==> src/rtl/pra_pkg.sv <==
package pra_pkg;

  // Instruction encodings
  localparam logic [7:0] OPC_WRITE_REG = 8'hDA;
  localparam logic [7:0] OPC_READ_REG = 8'hDB;
  localparam logic [1:0] MODE_KERNEL = 2'h0;

  // Register numbers never move once assigned
  localparam logic [5:0] KERNEL_STACK_POINTER = 6'h00,
    EXECUTIVE_STACK_POINTER = 6'h01, SUPERVISOR_STACK_POINTER = 6'h02,
    USER_STACK_POINTER = 6'h03, INTERRUPT_STACK_POINTER = 6'h04,
    REGION0_PAGE_TABLE_BASE = 6'h08, REGION0_PAGE_TABLE_LENGTH = 6'h09,
    REGION1_PAGE_TABLE_BASE = 6'h0A, REGION1_PAGE_TABLE_LENGTH = 6'h0B,
    SYSTEM_PAGE_TABLE_BASE = 6'h0C, SYSTEM_PAGE_TABLE_LENGTH = 6'h0D,
    PROCESS_CONTROL_BLOCK_BASE = 6'h10, SYSTEM_CONTROL_BLOCK_BASE = 6'h11,
    INTERRUPT_PRIORITY_LEVEL = 6'h12, ASYNC_TRAP_LEVEL = 6'h13,
    SOFT_INTERRUPT_REQUEST = 6'h14, SOFT_INTERRUPT_SUMMARY = 6'h15,
    INTERVAL_CLOCK_CONTROL = 6'h18, NEXT_INTERVAL_COUNT = 6'h19,
    INTERVAL_COUNT = 6'h1A, TIME_OF_YEAR = 6'h1B,
    CONSOLE_RX_CONTROL_STATUS = 6'h20, CONSOLE_RX_DATA = 6'h21,
    CONSOLE_TX_CONTROL_STATUS = 6'h22, CONSOLE_TX_DATA = 6'h23,
    ACCELERATOR_CONTROL_STATUS = 6'h28, ACCELERATOR_MAINTENANCE = 6'h29,
    WRITABLE_STORE_ADDRESS = 6'h2C, WRITABLE_STORE_DATA = 6'h2D,
    BACKPLANE_FAULT_STATUS = 6'h30, BACKPLANE_SILO = 6'h31,
    BACKPLANE_SILO_COMPARE = 6'h32, BACKPLANE_MAINTENANCE = 6'h33,
    BACKPLANE_ERROR = 6'h34, BACKPLANE_TIMEOUT_ADDRESS = 6'h35,
    BACKPLANE_QUADWORD_CLEAR = 6'h36, MEMORY_MAPPING_ENABLE = 6'h38,
    XLATE_INVALIDATE_ALL = 6'h39, XLATE_INVALIDATE_SINGLE = 6'h3A,
    MICROPROGRAM_BREAKPOINT = 6'h3C, PERF_MONITOR_ENABLE = 6'h3D,
    SYSTEM_IDENTIFICATION = 6'h3E;

  // Attribute bits: exists, readable, writable, per-process, preset
  localparam int A_EX = 4;
  localparam int A_RD = 3;
  localparam int A_WR = 2;
  localparam int A_PER_PROCESS_SCOPE = 1;
  localparam int A_INIT = 0;
  localparam logic [4:0] ATTR_NONE = 5'h00;
  localparam logic [4:0] ATTR_RW_PER_PROCESS_SCOPE = 5'h1E;
  localparam logic [4:0] ATTR_RW_PER_PROCESS_SCOPE_INIT = 5'h1F;
  localparam logic [4:0] ATTR_RW_CPU = 5'h1C;
  localparam logic [4:0] ATTR_RW_CPU_INIT = 5'h1D;
  localparam logic [4:0] ATTR_WO_CPU = 5'h14;
  localparam logic [4:0] ATTR_RO_CPU = 5'h18;

  // Presets and value limits
  localparam logic [31:0] IPL_PRESET = 32'h0000001F;
  localparam logic [31:0] AST_PRESET = 32'h00000004;
  localparam logic [31:0] AST_MAX = 32'h00000004;
  localparam int IPL_VALUE_W = 5;
  localparam int SOFT_INTERRUPT_REQUEST_VALUE_W = 4;
  localparam logic [5:0] INIT_LAST = 6'h3F;
  localparam logic [5:0] INIT_FIRST = 6'h00;

  function automatic logic [4:0] reg_attr(input logic [31:0] n);
    logic [4:0] a;
    a = ATTR_NONE;
    if (n[31:6] == 26'h0)
    begin
      case (n[5:0])
        KERNEL_STACK_POINTER, EXECUTIVE_STACK_POINTER,
        SUPERVISOR_STACK_POINTER, USER_STACK_POINTER,
        REGION0_PAGE_TABLE_BASE, REGION0_PAGE_TABLE_LENGTH,
        REGION1_PAGE_TABLE_BASE, REGION1_PAGE_TABLE_LENGTH,
        PROCESS_CONTROL_BLOCK_BASE: a = ATTR_RW_PER_PROCESS_SCOPE;
        ASYNC_TRAP_LEVEL, PERF_MONITOR_ENABLE: a = ATTR_RW_PER_PROCESS_SCOPE_INIT;
        INTERRUPT_STACK_POINTER, SYSTEM_PAGE_TABLE_BASE,
        SYSTEM_PAGE_TABLE_LENGTH, SYSTEM_CONTROL_BLOCK_BASE, TIME_OF_YEAR,
        ACCELERATOR_MAINTENANCE, WRITABLE_STORE_ADDRESS,
        MICROPROGRAM_BREAKPOINT: a = ATTR_RW_CPU;
        INTERRUPT_PRIORITY_LEVEL, SOFT_INTERRUPT_SUMMARY,
        INTERVAL_CLOCK_CONTROL, CONSOLE_RX_CONTROL_STATUS,
        CONSOLE_TX_CONTROL_STATUS, MEMORY_MAPPING_ENABLE,
        ACCELERATOR_CONTROL_STATUS, WRITABLE_STORE_DATA,
        BACKPLANE_FAULT_STATUS, BACKPLANE_SILO_COMPARE,
        BACKPLANE_MAINTENANCE, BACKPLANE_ERROR: a = ATTR_RW_CPU_INIT;
        SOFT_INTERRUPT_REQUEST, NEXT_INTERVAL_COUNT, CONSOLE_TX_DATA,
        XLATE_INVALIDATE_ALL, XLATE_INVALIDATE_SINGLE,
        BACKPLANE_QUADWORD_CLEAR: a = ATTR_WO_CPU;
        INTERVAL_COUNT, CONSOLE_RX_DATA, BACKPLANE_SILO,
        BACKPLANE_TIMEOUT_ADDRESS, SYSTEM_IDENTIFICATION: a = ATTR_RO_CPU;
        default: a = ATTR_NONE;
      endcase
    end
    return a;
  endfunction : reg_attr

endpackage : pra_pkg

==> src/rtl/pra_store_if.sv <==
`timescale 1ns/10ps
interface pra_store_if #(parameter int AW = 6, parameter int DW = 32);
  logic we;
  logic [AW-1:0] waddr;
  logic [DW-1:0] wdata;
  logic re;
  logic [AW-1:0] raddr;
  logic [DW-1:0] rdata;
  modport ctrl (output we, waddr, wdata, re, raddr, input rdata);
  modport store (input we, waddr, wdata, re, raddr, output rdata);
endinterface : pra_store_if

==> src/rtl/pra_top.sv <==
`timescale 1ns/10ps
module pra_top
  import pra_pkg::*;
#(
  // Identification value is arbitrary
  parameter logic [31:0] SYS_ID = 32'h0000A5C3
) (
  // Clock, reset, enable
  input wire logic REF_CLK_I,
  input wire logic SRST_I,
  input wire logic CE_I,
  // Instruction request
  input wire logic INSTR_VALID_I,
  output logic INSTR_READY_O,
  input wire logic [7:0] OPCODE_I,
  input wire logic [31:0] REGNUM_I,
  input wire logic [31:0] SRC_I,
  input wire logic [1:0] CUR_MODE_I,
  input wire logic CC_C_I,
  // Completion
  output logic DONE_O,
  output logic [31:0] DST_O,
  output logic RSVD_INSTR_FLT_O,
  output logic RSVD_OPND_FLT_O,
  output logic CC_N_O,
  output logic CC_Z_O,
  output logic CC_V_O,
  output logic CC_C_O,
  // Processor initialization
  input wire logic PER_PROCESS_SCOPE_INIT_I,
  output logic INIT_BUSY_O,
  // Context switch access
  input wire logic CTX_VALID_I,
  output logic CTX_READY_O,
  input wire logic CTX_WRITE_I,
  input wire logic [5:0] CTX_NUM_I,
  input wire logic [31:0] CTX_WDATA_I,
  output logic CTX_ACK_O,
  output logic CTX_ERR_O,
  output logic [31:0] CTX_RDATA_O,
  // Register side effects
  output logic REG_WR_O,
  output logic [5:0] REG_WR_NUM_O,
  output logic [31:0] REG_WR_DATA_O,
  output logic XLATE_INV_ALL_O,
  output logic XLATE_INV_ONE_O,
  output logic [15:1] SOFT_INT_PEND_O
);

  typedef enum logic [1:0] {
    S_IDLE = 2'b00,
    S_READ = 2'b01,
    S_RESP = 2'b11,
    S_INIT = 2'b10
  } pra_state_t;

  pra_state_t state_r;
  pra_state_t state_nxt;
  logic [5:0] init_cnt_r;
  logic init_req_r;
  logic acc;
  logic is_wr;
  logic is_rd;
  logic [4:0] attr;
  logic [5:0] num;
  logic val_ok;
  logic f_instr;
  logic f_opnd;
  logic wr_ok;
  logic ctx_acc;
  logic ctx_ok;
  logic [4:0] ctx_attr;
  logic [4:0] init_attr;
  logic [31:0] init_val;
  logic is_rd_r;
  logic [5:0] num_r;
  logic [31:0] src_r;
  logic fi_r;
  logic fo_r;
  logic c_r;
  logic [31:0] rd_val;
  logic [31:0] xfer;
  logic [15:1] soft_interrupt_summary_r;
  logic ctx_ack_r;
  logic ctx_err_r;
  logic reg_wr_r;
  logic [5:0] reg_wr_num_r;
  logic [31:0] reg_wr_data_r;
  logic inv_all_r;
  logic inv_one_r;
  logic [31:0] dst_r;
  logic rif_r;
  logic rof_r;
  logic n_r;
  logic z_r;
  logic v_r;
  logic cc_r;

  pra_store_if #(.AW(6), .DW(32)) st ();

  pra_regstore #(.AW(6), .DW(32)) u_store (
    .clk_i(REF_CLK_I),
    .ce_i(CE_I),
    .st(st)
  );

  // Initialization waits for idle so an instruction is never cut short
  // A frozen block must not signal a take that it cannot perform
  assign INSTR_READY_O = CE_I && (state_r == S_IDLE) && !init_req_r;
  assign CTX_READY_O = INSTR_READY_O && !INSTR_VALID_I;
  assign INIT_BUSY_O = (state_r == S_INIT);
  assign DONE_O = (state_r == S_RESP);
  assign acc = INSTR_VALID_I && INSTR_READY_O;
  assign ctx_acc = CTX_VALID_I && CTX_READY_O;

  // Instruction decode and checks
  assign is_wr = (OPCODE_I == OPC_WRITE_REG);
  assign is_rd = (OPCODE_I == OPC_READ_REG);
  assign attr = reg_attr(REGNUM_I);
  assign num = REGNUM_I[5:0];

  always_comb
  begin
    val_ok = 1'b1;
    case (num)
      INTERRUPT_PRIORITY_LEVEL: val_ok = (SRC_I[31:IPL_VALUE_W] == '0);
      ASYNC_TRAP_LEVEL: val_ok = (SRC_I <= AST_MAX);
      SOFT_INTERRUPT_REQUEST:
        val_ok = (SRC_I[31:SOFT_INTERRUPT_REQUEST_VALUE_W] == '0) && (SRC_I[3:0] != 4'h0);
      MEMORY_MAPPING_ENABLE: val_ok = (SRC_I[31:1] == 31'h0);
      default: val_ok = 1'b1;
    endcase
  end

  // Mode check comes first; an unknown opcode is also refused
  assign f_instr = !(is_wr || is_rd) || (CUR_MODE_I != MODE_KERNEL);
  assign f_opnd = !f_instr && (!attr[A_EX]
    || (is_wr && !attr[A_WR]) || (is_rd && !attr[A_RD])
    || (is_wr && !val_ok));
  assign wr_ok = acc && is_wr && !f_instr && !f_opnd;

  assign ctx_attr = reg_attr({26'h0, CTX_NUM_I});
  assign ctx_ok = ctx_attr[A_PER_PROCESS_SCOPE];
  assign init_attr = reg_attr({26'h0, init_cnt_r});

  always_comb
  begin
    case (init_cnt_r)
      INTERRUPT_PRIORITY_LEVEL: init_val = IPL_PRESET;
      ASYNC_TRAP_LEVEL: init_val = AST_PRESET;
      default: init_val = 32'h00000000;
    endcase
  end

  // Store port: one writer per cycle
  always_comb
  begin
    st.we = 1'b0;
    st.waddr = num;
    st.wdata = SRC_I;
    if (state_r == S_INIT)
    begin
      st.we = init_attr[A_INIT];
      st.waddr = init_cnt_r;
      st.wdata = init_val;
    end
    else if (wr_ok)
    begin
      st.we = 1'b1;
    end
    else if (ctx_acc && CTX_WRITE_I && ctx_ok)
    begin
      st.we = 1'b1;
      st.waddr = CTX_NUM_I;
      st.wdata = CTX_WDATA_I;
    end
  end

  assign st.re = acc || (ctx_acc && !CTX_WRITE_I);
  assign st.raddr = acc ? num : CTX_NUM_I;

  always_comb
  begin
    state_nxt = state_r;
    case (state_r)
      S_IDLE:
        if (init_req_r)
          state_nxt = S_INIT;
        else if (acc)
          state_nxt = S_READ;
      S_READ: state_nxt = S_RESP;
      S_RESP: state_nxt = S_IDLE;
      S_INIT:
        if (init_cnt_r == INIT_LAST)
          state_nxt = S_IDLE;
      default: state_nxt = S_IDLE;
    endcase
  end

  // Reset runs the preset walk so flagged registers start defined
  always_ff @(posedge REF_CLK_I)
  begin
    if (SRST_I)
      state_r <= S_INIT;
    else if (CE_I)
      state_r <= state_nxt;
  end

  always_ff @(posedge REF_CLK_I)
  begin
    if (SRST_I)
      init_cnt_r <= INIT_FIRST;
    else if (CE_I)
    begin
      if (state_r == S_INIT)
        init_cnt_r <= init_cnt_r + 6'h01;
      else
        init_cnt_r <= INIT_FIRST;
    end
  end

  // A request during the walk is kept; the set wins over the clear
  always_ff @(posedge REF_CLK_I)
  begin
    if (SRST_I)
      init_req_r <= 1'b0;
    else if (CE_I)
    begin
      if (PER_PROCESS_SCOPE_INIT_I)
        init_req_r <= 1'b1;
      else if (state_r == S_IDLE)
        init_req_r <= 1'b0;
    end
  end

  always_ff @(posedge REF_CLK_I)
  begin
    if (SRST_I)
    begin
      is_rd_r <= 1'b0;
      num_r <= 6'h00;
      src_r <= 32'h00000000;
      fi_r <= 1'b0;
      fo_r <= 1'b0;
      c_r <= 1'b0;
    end
    else if (CE_I && acc)
    begin
      is_rd_r <= is_rd;
      num_r <= num;
      src_r <= SRC_I;
      fi_r <= f_instr;
      fo_r <= f_opnd;
      c_r <= CC_C_I;
    end
  end

  always_comb
  begin
    case (num_r)
      SOFT_INTERRUPT_SUMMARY: rd_val = {16'h0000, soft_interrupt_summary_r, 1'b0};
      SYSTEM_IDENTIFICATION: rd_val = SYS_ID;
      default: rd_val = st.rdata;
    endcase
  end

  assign xfer = is_rd_r ? rd_val : src_r;

  // Completion outputs; fault flags change on every move, condition codes only on a successful move
  always_ff @(posedge REF_CLK_I)
  begin
    if (SRST_I)
    begin
      dst_r <= 32'h00000000;
      rif_r <= 1'b0;
      rof_r <= 1'b0;
      n_r <= 1'b0;
      z_r <= 1'b0;
      v_r <= 1'b0;
      cc_r <= 1'b0;
    end
    else if (CE_I && state_r == S_READ)
    begin
      rif_r <= fi_r;
      rof_r <= fo_r;
      if (!fi_r && !fo_r)
      begin
        dst_r <= xfer;
        n_r <= xfer[31];
        z_r <= (xfer == 32'h00000000);
        v_r <= 1'b0;
        cc_r <= c_r;
      end
    end
  end

  // Register-specific actions of a write
  always_ff @(posedge REF_CLK_I)
  begin
    if (SRST_I)
    begin
      reg_wr_r <= 1'b0;
      reg_wr_num_r <= 6'h00;
      reg_wr_data_r <= 32'h00000000;
      inv_all_r <= 1'b0;
      inv_one_r <= 1'b0;
    end
    else if (CE_I)
    begin
      reg_wr_r <= wr_ok;
      inv_all_r <= wr_ok && (num == XLATE_INVALIDATE_ALL);
      inv_one_r <= wr_ok && (num == XLATE_INVALIDATE_SINGLE);
      if (wr_ok)
      begin
        reg_wr_num_r <= num;
        reg_wr_data_r <= SRC_I;
      end
    end
  end

  always_ff @(posedge REF_CLK_I)
  begin
    if (SRST_I)
      soft_interrupt_summary_r <= 15'h0000;
    else if (CE_I)
    begin
      if (state_r == S_INIT)
        soft_interrupt_summary_r <= 15'h0000;
      else if (wr_ok && num == SOFT_INTERRUPT_SUMMARY)
        soft_interrupt_summary_r <= SRC_I[15:1];
      else if (wr_ok && num == SOFT_INTERRUPT_REQUEST)
        soft_interrupt_summary_r[SRC_I[3:0]] <= 1'b1;
    end
  end

  always_ff @(posedge REF_CLK_I)
  begin
    if (SRST_I)
    begin
      ctx_ack_r <= 1'b0;
      ctx_err_r <= 1'b0;
    end
    else if (CE_I)
    begin
      ctx_ack_r <= ctx_acc;
      ctx_err_r <= ctx_acc && !ctx_ok;
    end
  end

  assign DST_O = dst_r;
  assign RSVD_INSTR_FLT_O = rif_r;
  assign RSVD_OPND_FLT_O = rof_r;
  assign CC_N_O = n_r;
  assign CC_Z_O = z_r;
  assign CC_V_O = v_r;
  assign CC_C_O = cc_r;
  assign CTX_ACK_O = ctx_ack_r;
  assign CTX_ERR_O = ctx_err_r;
  assign CTX_RDATA_O = st.rdata;
  assign REG_WR_O = reg_wr_r;
  assign REG_WR_NUM_O = reg_wr_num_r;
  assign REG_WR_DATA_O = reg_wr_data_r;
  assign XLATE_INV_ALL_O = inv_all_r;
  assign XLATE_INV_ONE_O = inv_one_r;
  assign SOFT_INT_PEND_O = soft_interrupt_summary_r;
endmodule : pra_top

==> src/rtl/pra_regstore.sv <==
`timescale 1ns/10ps
module pra_regstore #(
  parameter int AW = 6,
  parameter int DW = 32
) (
  input wire logic clk_i,
  input wire logic ce_i,
  pra_store_if.store st
);
  logic [DW-1:0] mem [0:(1<<AW)-1];
  logic [DW-1:0] rdata_r;

  always_ff @(posedge clk_i)
  begin
    if (ce_i && st.we)
    begin
      mem[st.waddr] <= st.wdata;
    end
  end

  // Read data always leaves through a register
  always_ff @(posedge clk_i)
  begin
    if (ce_i && st.re)
    begin
      rdata_r <= mem[st.raddr];
    end
  end

  assign st.rdata = rdata_r;
endmodule : pra_regstore

==> config.mk <==
export PLATFORM = sky130hd
export DESIGN_NAME = pra_top
export DESIGN_NICKNAME = d
export VERILOG_FILES = /design/src/rtl/pra_pkg.sv /design/src/rtl/pra_store_if.sv /design/src/rtl/pra_top.sv /design/src/rtl/pra_regstore.sv
export SDC_FILE = /design/constraint.sdc
export NUM_CORES = 2
export LEC_CHECK = 0
export ABC_AREA = 1
export ABC_CLOCK_PERIOD_IN_PS = 4500
export BUFFER_PORTS_ARGS = -buffer_cell sky130_fd_sc_hd__buf_2
export CAP_MARGIN = 20
export CELL_PAD_IN_SITES_DETAIL_PLACEMENT = 1
export CELL_PAD_IN_SITES_GLOBAL_PLACEMENT = 1
export CORE_MARGIN = 10
export CORE_UTILIZATION = 45
export DETAILED_ROUTE_END_ITERATION = 12
export PLACE_DENSITY_LB_ADDON = 0.1
export SLEW_MARGIN = 10
export SYNTH_ARGS = -nofsm -noshare
export SYNTH_HDL_FRONTEND = slang
export SYNTH_SLANG_ARGS = --single-unit
==> constraint.sdc <==
create_clock -name REF_CLK_I -period 4.5 [get_ports REF_CLK_I]
set_input_delay 0.225 -clock REF_CLK_I [delete_from_list [all_inputs] [get_ports REF_CLK_I]]
set_output_delay 0.225 -clock REF_CLK_I [all_outputs]
set_load 0.03 [all_outputs]
==> results.json <==
{
  "synthArstFlopShare_pct": 0,
  "die_width_um": 468.3,
  "synth_nets": 7472,
  "seq_area_um2": 65380,
  "status": "complete, no violations",
  "ios": 252,
  "dieHeight_um": 468.3,
  "rsz0062_at_grt": "no",
  "combPwrFrac_pct": 9.7,
  "num_rows": 164,
  "antenna_found_initial": 13,
  "ir_worst_vdd_uv": 452.3,
  "p_int_uw": 34170,
  "leakage_uw": 0.03613,
  "setup_viol": 0,
  "crit_fanout": 76,
  "ctsHoldBuffers": 57,
  "p_total_uw": 45600,
  "synth_area_um2": 90440,
  "critPathKind": "register to register",
  "startpoint_type": "register",
  "antenna_left": 0,
  "hp-class": "primary input to register",
  "ys.flop_type": "edfxtp_1",
  "routabilityCongestion": 0.8986,
  "fin_nets": 7797,
  "drt-initial-drc-count": 7437,
  "synth-edff-count": 2080,
  "area_delta_synth_final_pct": 16.40,
  "drc": 0,
  "ys_ff_latch": 2226,
  "clock_skew_ns": 0.04172,
  "cts_sinks": 2226,
  "numCtsBuffers": 227,
  "viasPerCell": 6.020,
  "synth_area_leaders": "edfxtp_1 (69%), o211ai_1 (5.6%), o21ai_0 (4.6%)",
  "cts_tree": "done",
  "dp_hpwl_um": 189500,
  "ys_top_cells_by_count": "edfxtp_1 (2080), nand2_1 (881), o21ai_0 (839), nor2_1 (719), o211ai_1 (679)",
  "finalCritPeriodShare_pct": 90.83,
  "final-hold-violation-count": 0,
  "r2r_start": "state_r[0]$_SDFFE_PP0P_",
  "insertion_delay_ns": 0.89,
  "core_um2": 199900,
  "crit_start": "state_r[0]$_SDFFE_PP0P_",
  "syn-instance-count": 7349,
  "drv_slew": 0,
  "power_density_nw_per_um2": 433.1,
  "vias": 63330,
  "worst_pin_slew_ns": 1.092,
  "htree_levels": 4,
  "wirelength_um": 309800,
  "multiInputGateArea_um2": 22370,
  "drv_cap": 0,
  "fmax_mhz": 244.7,
  "layout_min_cycle_time_ns": 4.087,
  "grt_pass1_wl_um": 446700,
  "post_cts_buffers": 0,
  "synth_most_common_cell": "edfxtp_1",
  "wl_per_cell_um": 29.44,
  "syn_avg_cell_area_um2": 12.31,
  "p_switching_uw": 11420,
  "hold_ws_ns": 0.08282,
  "io_buffers": 250,
  "cts_resized": 0,
  "clk_pin_slew_ns": 0.07,
  "min-delay-start": "CUR_MODE_I[1]",
  "cts_root_buffer": "clkbuf_16",
  "grt_overflow": 0,
  "yosysSeqAreaShare_pct": 72.29,
  "grt_pass1_vias": 63650,
  "grt_max_degree": 157,
  "n_fill_cell": 20120,
  "yosysTopAreaCell": "edfxtp_1",
  "cp_data_required_time_ns": 5.11,
  "grt_usage_pct": 27.58,
  "initial_core_util_pct": 45.25,
  "ys.warnings.count": 0,
  "pwr-share-seq_pct": 50.5,
  "yosys.area.top_type_share_pct": 69.06,
  "end_kind": "register",
  "power_frac_clock_pct": 39.9,
  "slew_headroom_pct": 26.46,
  "worstPathArrival_ns": 4.70,
  "firstDrtPassIters": 6,
  "cts.path.max_buffers": 3,
  "drive_gt1_share_pct": 15.00,
  "p_sw_share_pct": 25.05,
  "yosys.cell_types.count": 43,
  "die_area_um2": 219300
}
==> cells by family (layout without fill, tap and decap cells) <==
| kind of cell | Yosys count | count (layout) | share of synthesized area, % |
|---|---|---|---|
| adders and majority gates | 3 | 3 | 0.04151 |
| AOI/OAI and AO/OA | 1864 | 1864 | 12.56 |
| other | 1 | 8 | 0.004146 |
| and+or+nand+nor | 2333 | 2333 | 11.08 |
| buffers and inverters | 920 | 1429 | 3.997 |
| DFF | 2226 | 2226 | 72.29 |
| xor gates and xnor gates | 2 | 2 | 0.01937 |
==> worst paths after layout <==
kind	endpoint	slack [ns]	cells after the start
worst max-delay path	u_store.st.rdata[31]$_DFFE_PP_	0.41	14
worst min register to register	src_r[23]$_SDFFE_PP0P_	0.45	2
worst max register to register	u_store.st.rdata[31]$_DFFE_PP_	0.41	14
worst min-delay path	REG_WR_DATA_O[2]$_SDFFE_PP0P_	0.08	6
==> state kept, by name, indices dropped and copies added (netlist names), 2 cells and up <==
name and count:
SOFT_INT_PEND_O 15, u_store.mem 2048, u_store.st.rdata 32, REG_WR_NUM_O 6, init_cnt_r 6, num_r 6, state_r 2, src_r 32
REG_WR_DATA_O 32, DST_O 32
==> power by group through the flow <==
stage          Combinational (uW)  Clock (uW)  Sequential (uW)
6_report                     4400       18200            23000
5_1_grt                      4670       19300            23000
4_1_cts                      4370       18400            23000
3_5_place_dp                 4310           0            23400
3_3_place_gp                 4200           0            23400
2_1_floorplan                2050           0            23500
==> per-stage QoR <==
step | instance area, um^2 | std cells | setup slack (ns) | TNS (ns) | utilization [%]
floorplan | 90440 | 7349 | -0.6992 | -703.15 | -
detailed placement | 97670 | 10040 | 0.4881 | 0 | 48.87
finish | 105300 | 10520 | 0.4127 | 0 | 52.68
global route | 105300 | 10520 | 0.2767 | 0 | 52.67
CTS | 105300 | 10510 | 0.5232 | 0 | 52.67
global placement | 97660 | 10040 | 0.4960 | 0 | 48.87
==> per-layer routing <==
metal / up-vias / track usage (%) / share of wire (%)
li1: 27550 / - / -
met1: 32580 / 39.41 / 43
met2: 2693 / 43.04 / 45
met3: 509 / 4.109 / 8.2
met4: 2 / 9.842 / 3.8
met5: - / 0 / 0.0042
==> worst max-delay path, cell delays in order (launching register included) <==
cell and delay (ns):
dfxtp_1 0.40, nor2_2 0.22, nand3_4 0.16, inv_4 0.22, nand2_1 0.13, o21ai_4 0.20, inv_8 0.29, buf_12 0.36
buf_4 0.22, o21ai_0 0.08, o22ai_1 0.13, o211ai_1 0.47, nand3_1 0.35, nand3_1 0.26, nand2_1 0.10
==> placed cells by master, fill, tap and decap left out, types with 69 or more instances in the layout <==
master,synthesis,final
nor2_1,719,652
inv_1,393,391
nand2_1,881,878
nor2_4,1,69
nand3_1,478,478
o21ai_0,839,834
buf_4,7,183
buf_2,100,250
edfxtp_1,2080,2080
dfxtp_1,146,145
a21oi_1,112,101
o211ai_1,679,679
clkbuf_16,0,231
o22ai_1,179,179
or2_2,194,194
buf_12,0,121
==> area by class of cell <==
| class | count | share of cell area, % |
|---|---|---|
| Sequential cell | 2226 | 62.11 |
| Inverter | 405 | 1.473 |
| Clock inverter | 127 | 0.9781 |
| Tap cell | 2656 | 3.157 |
| Clock buffer | 286 | 5.687 |
| Multi-Input combinational cell | 4203 | 21.25 |
| Antenna cell | 7 | 0.01664 |
| Timing Repair Buffer | 611 | 5.336 |
No activity file was read; power rests on OpenSTA's default activity.
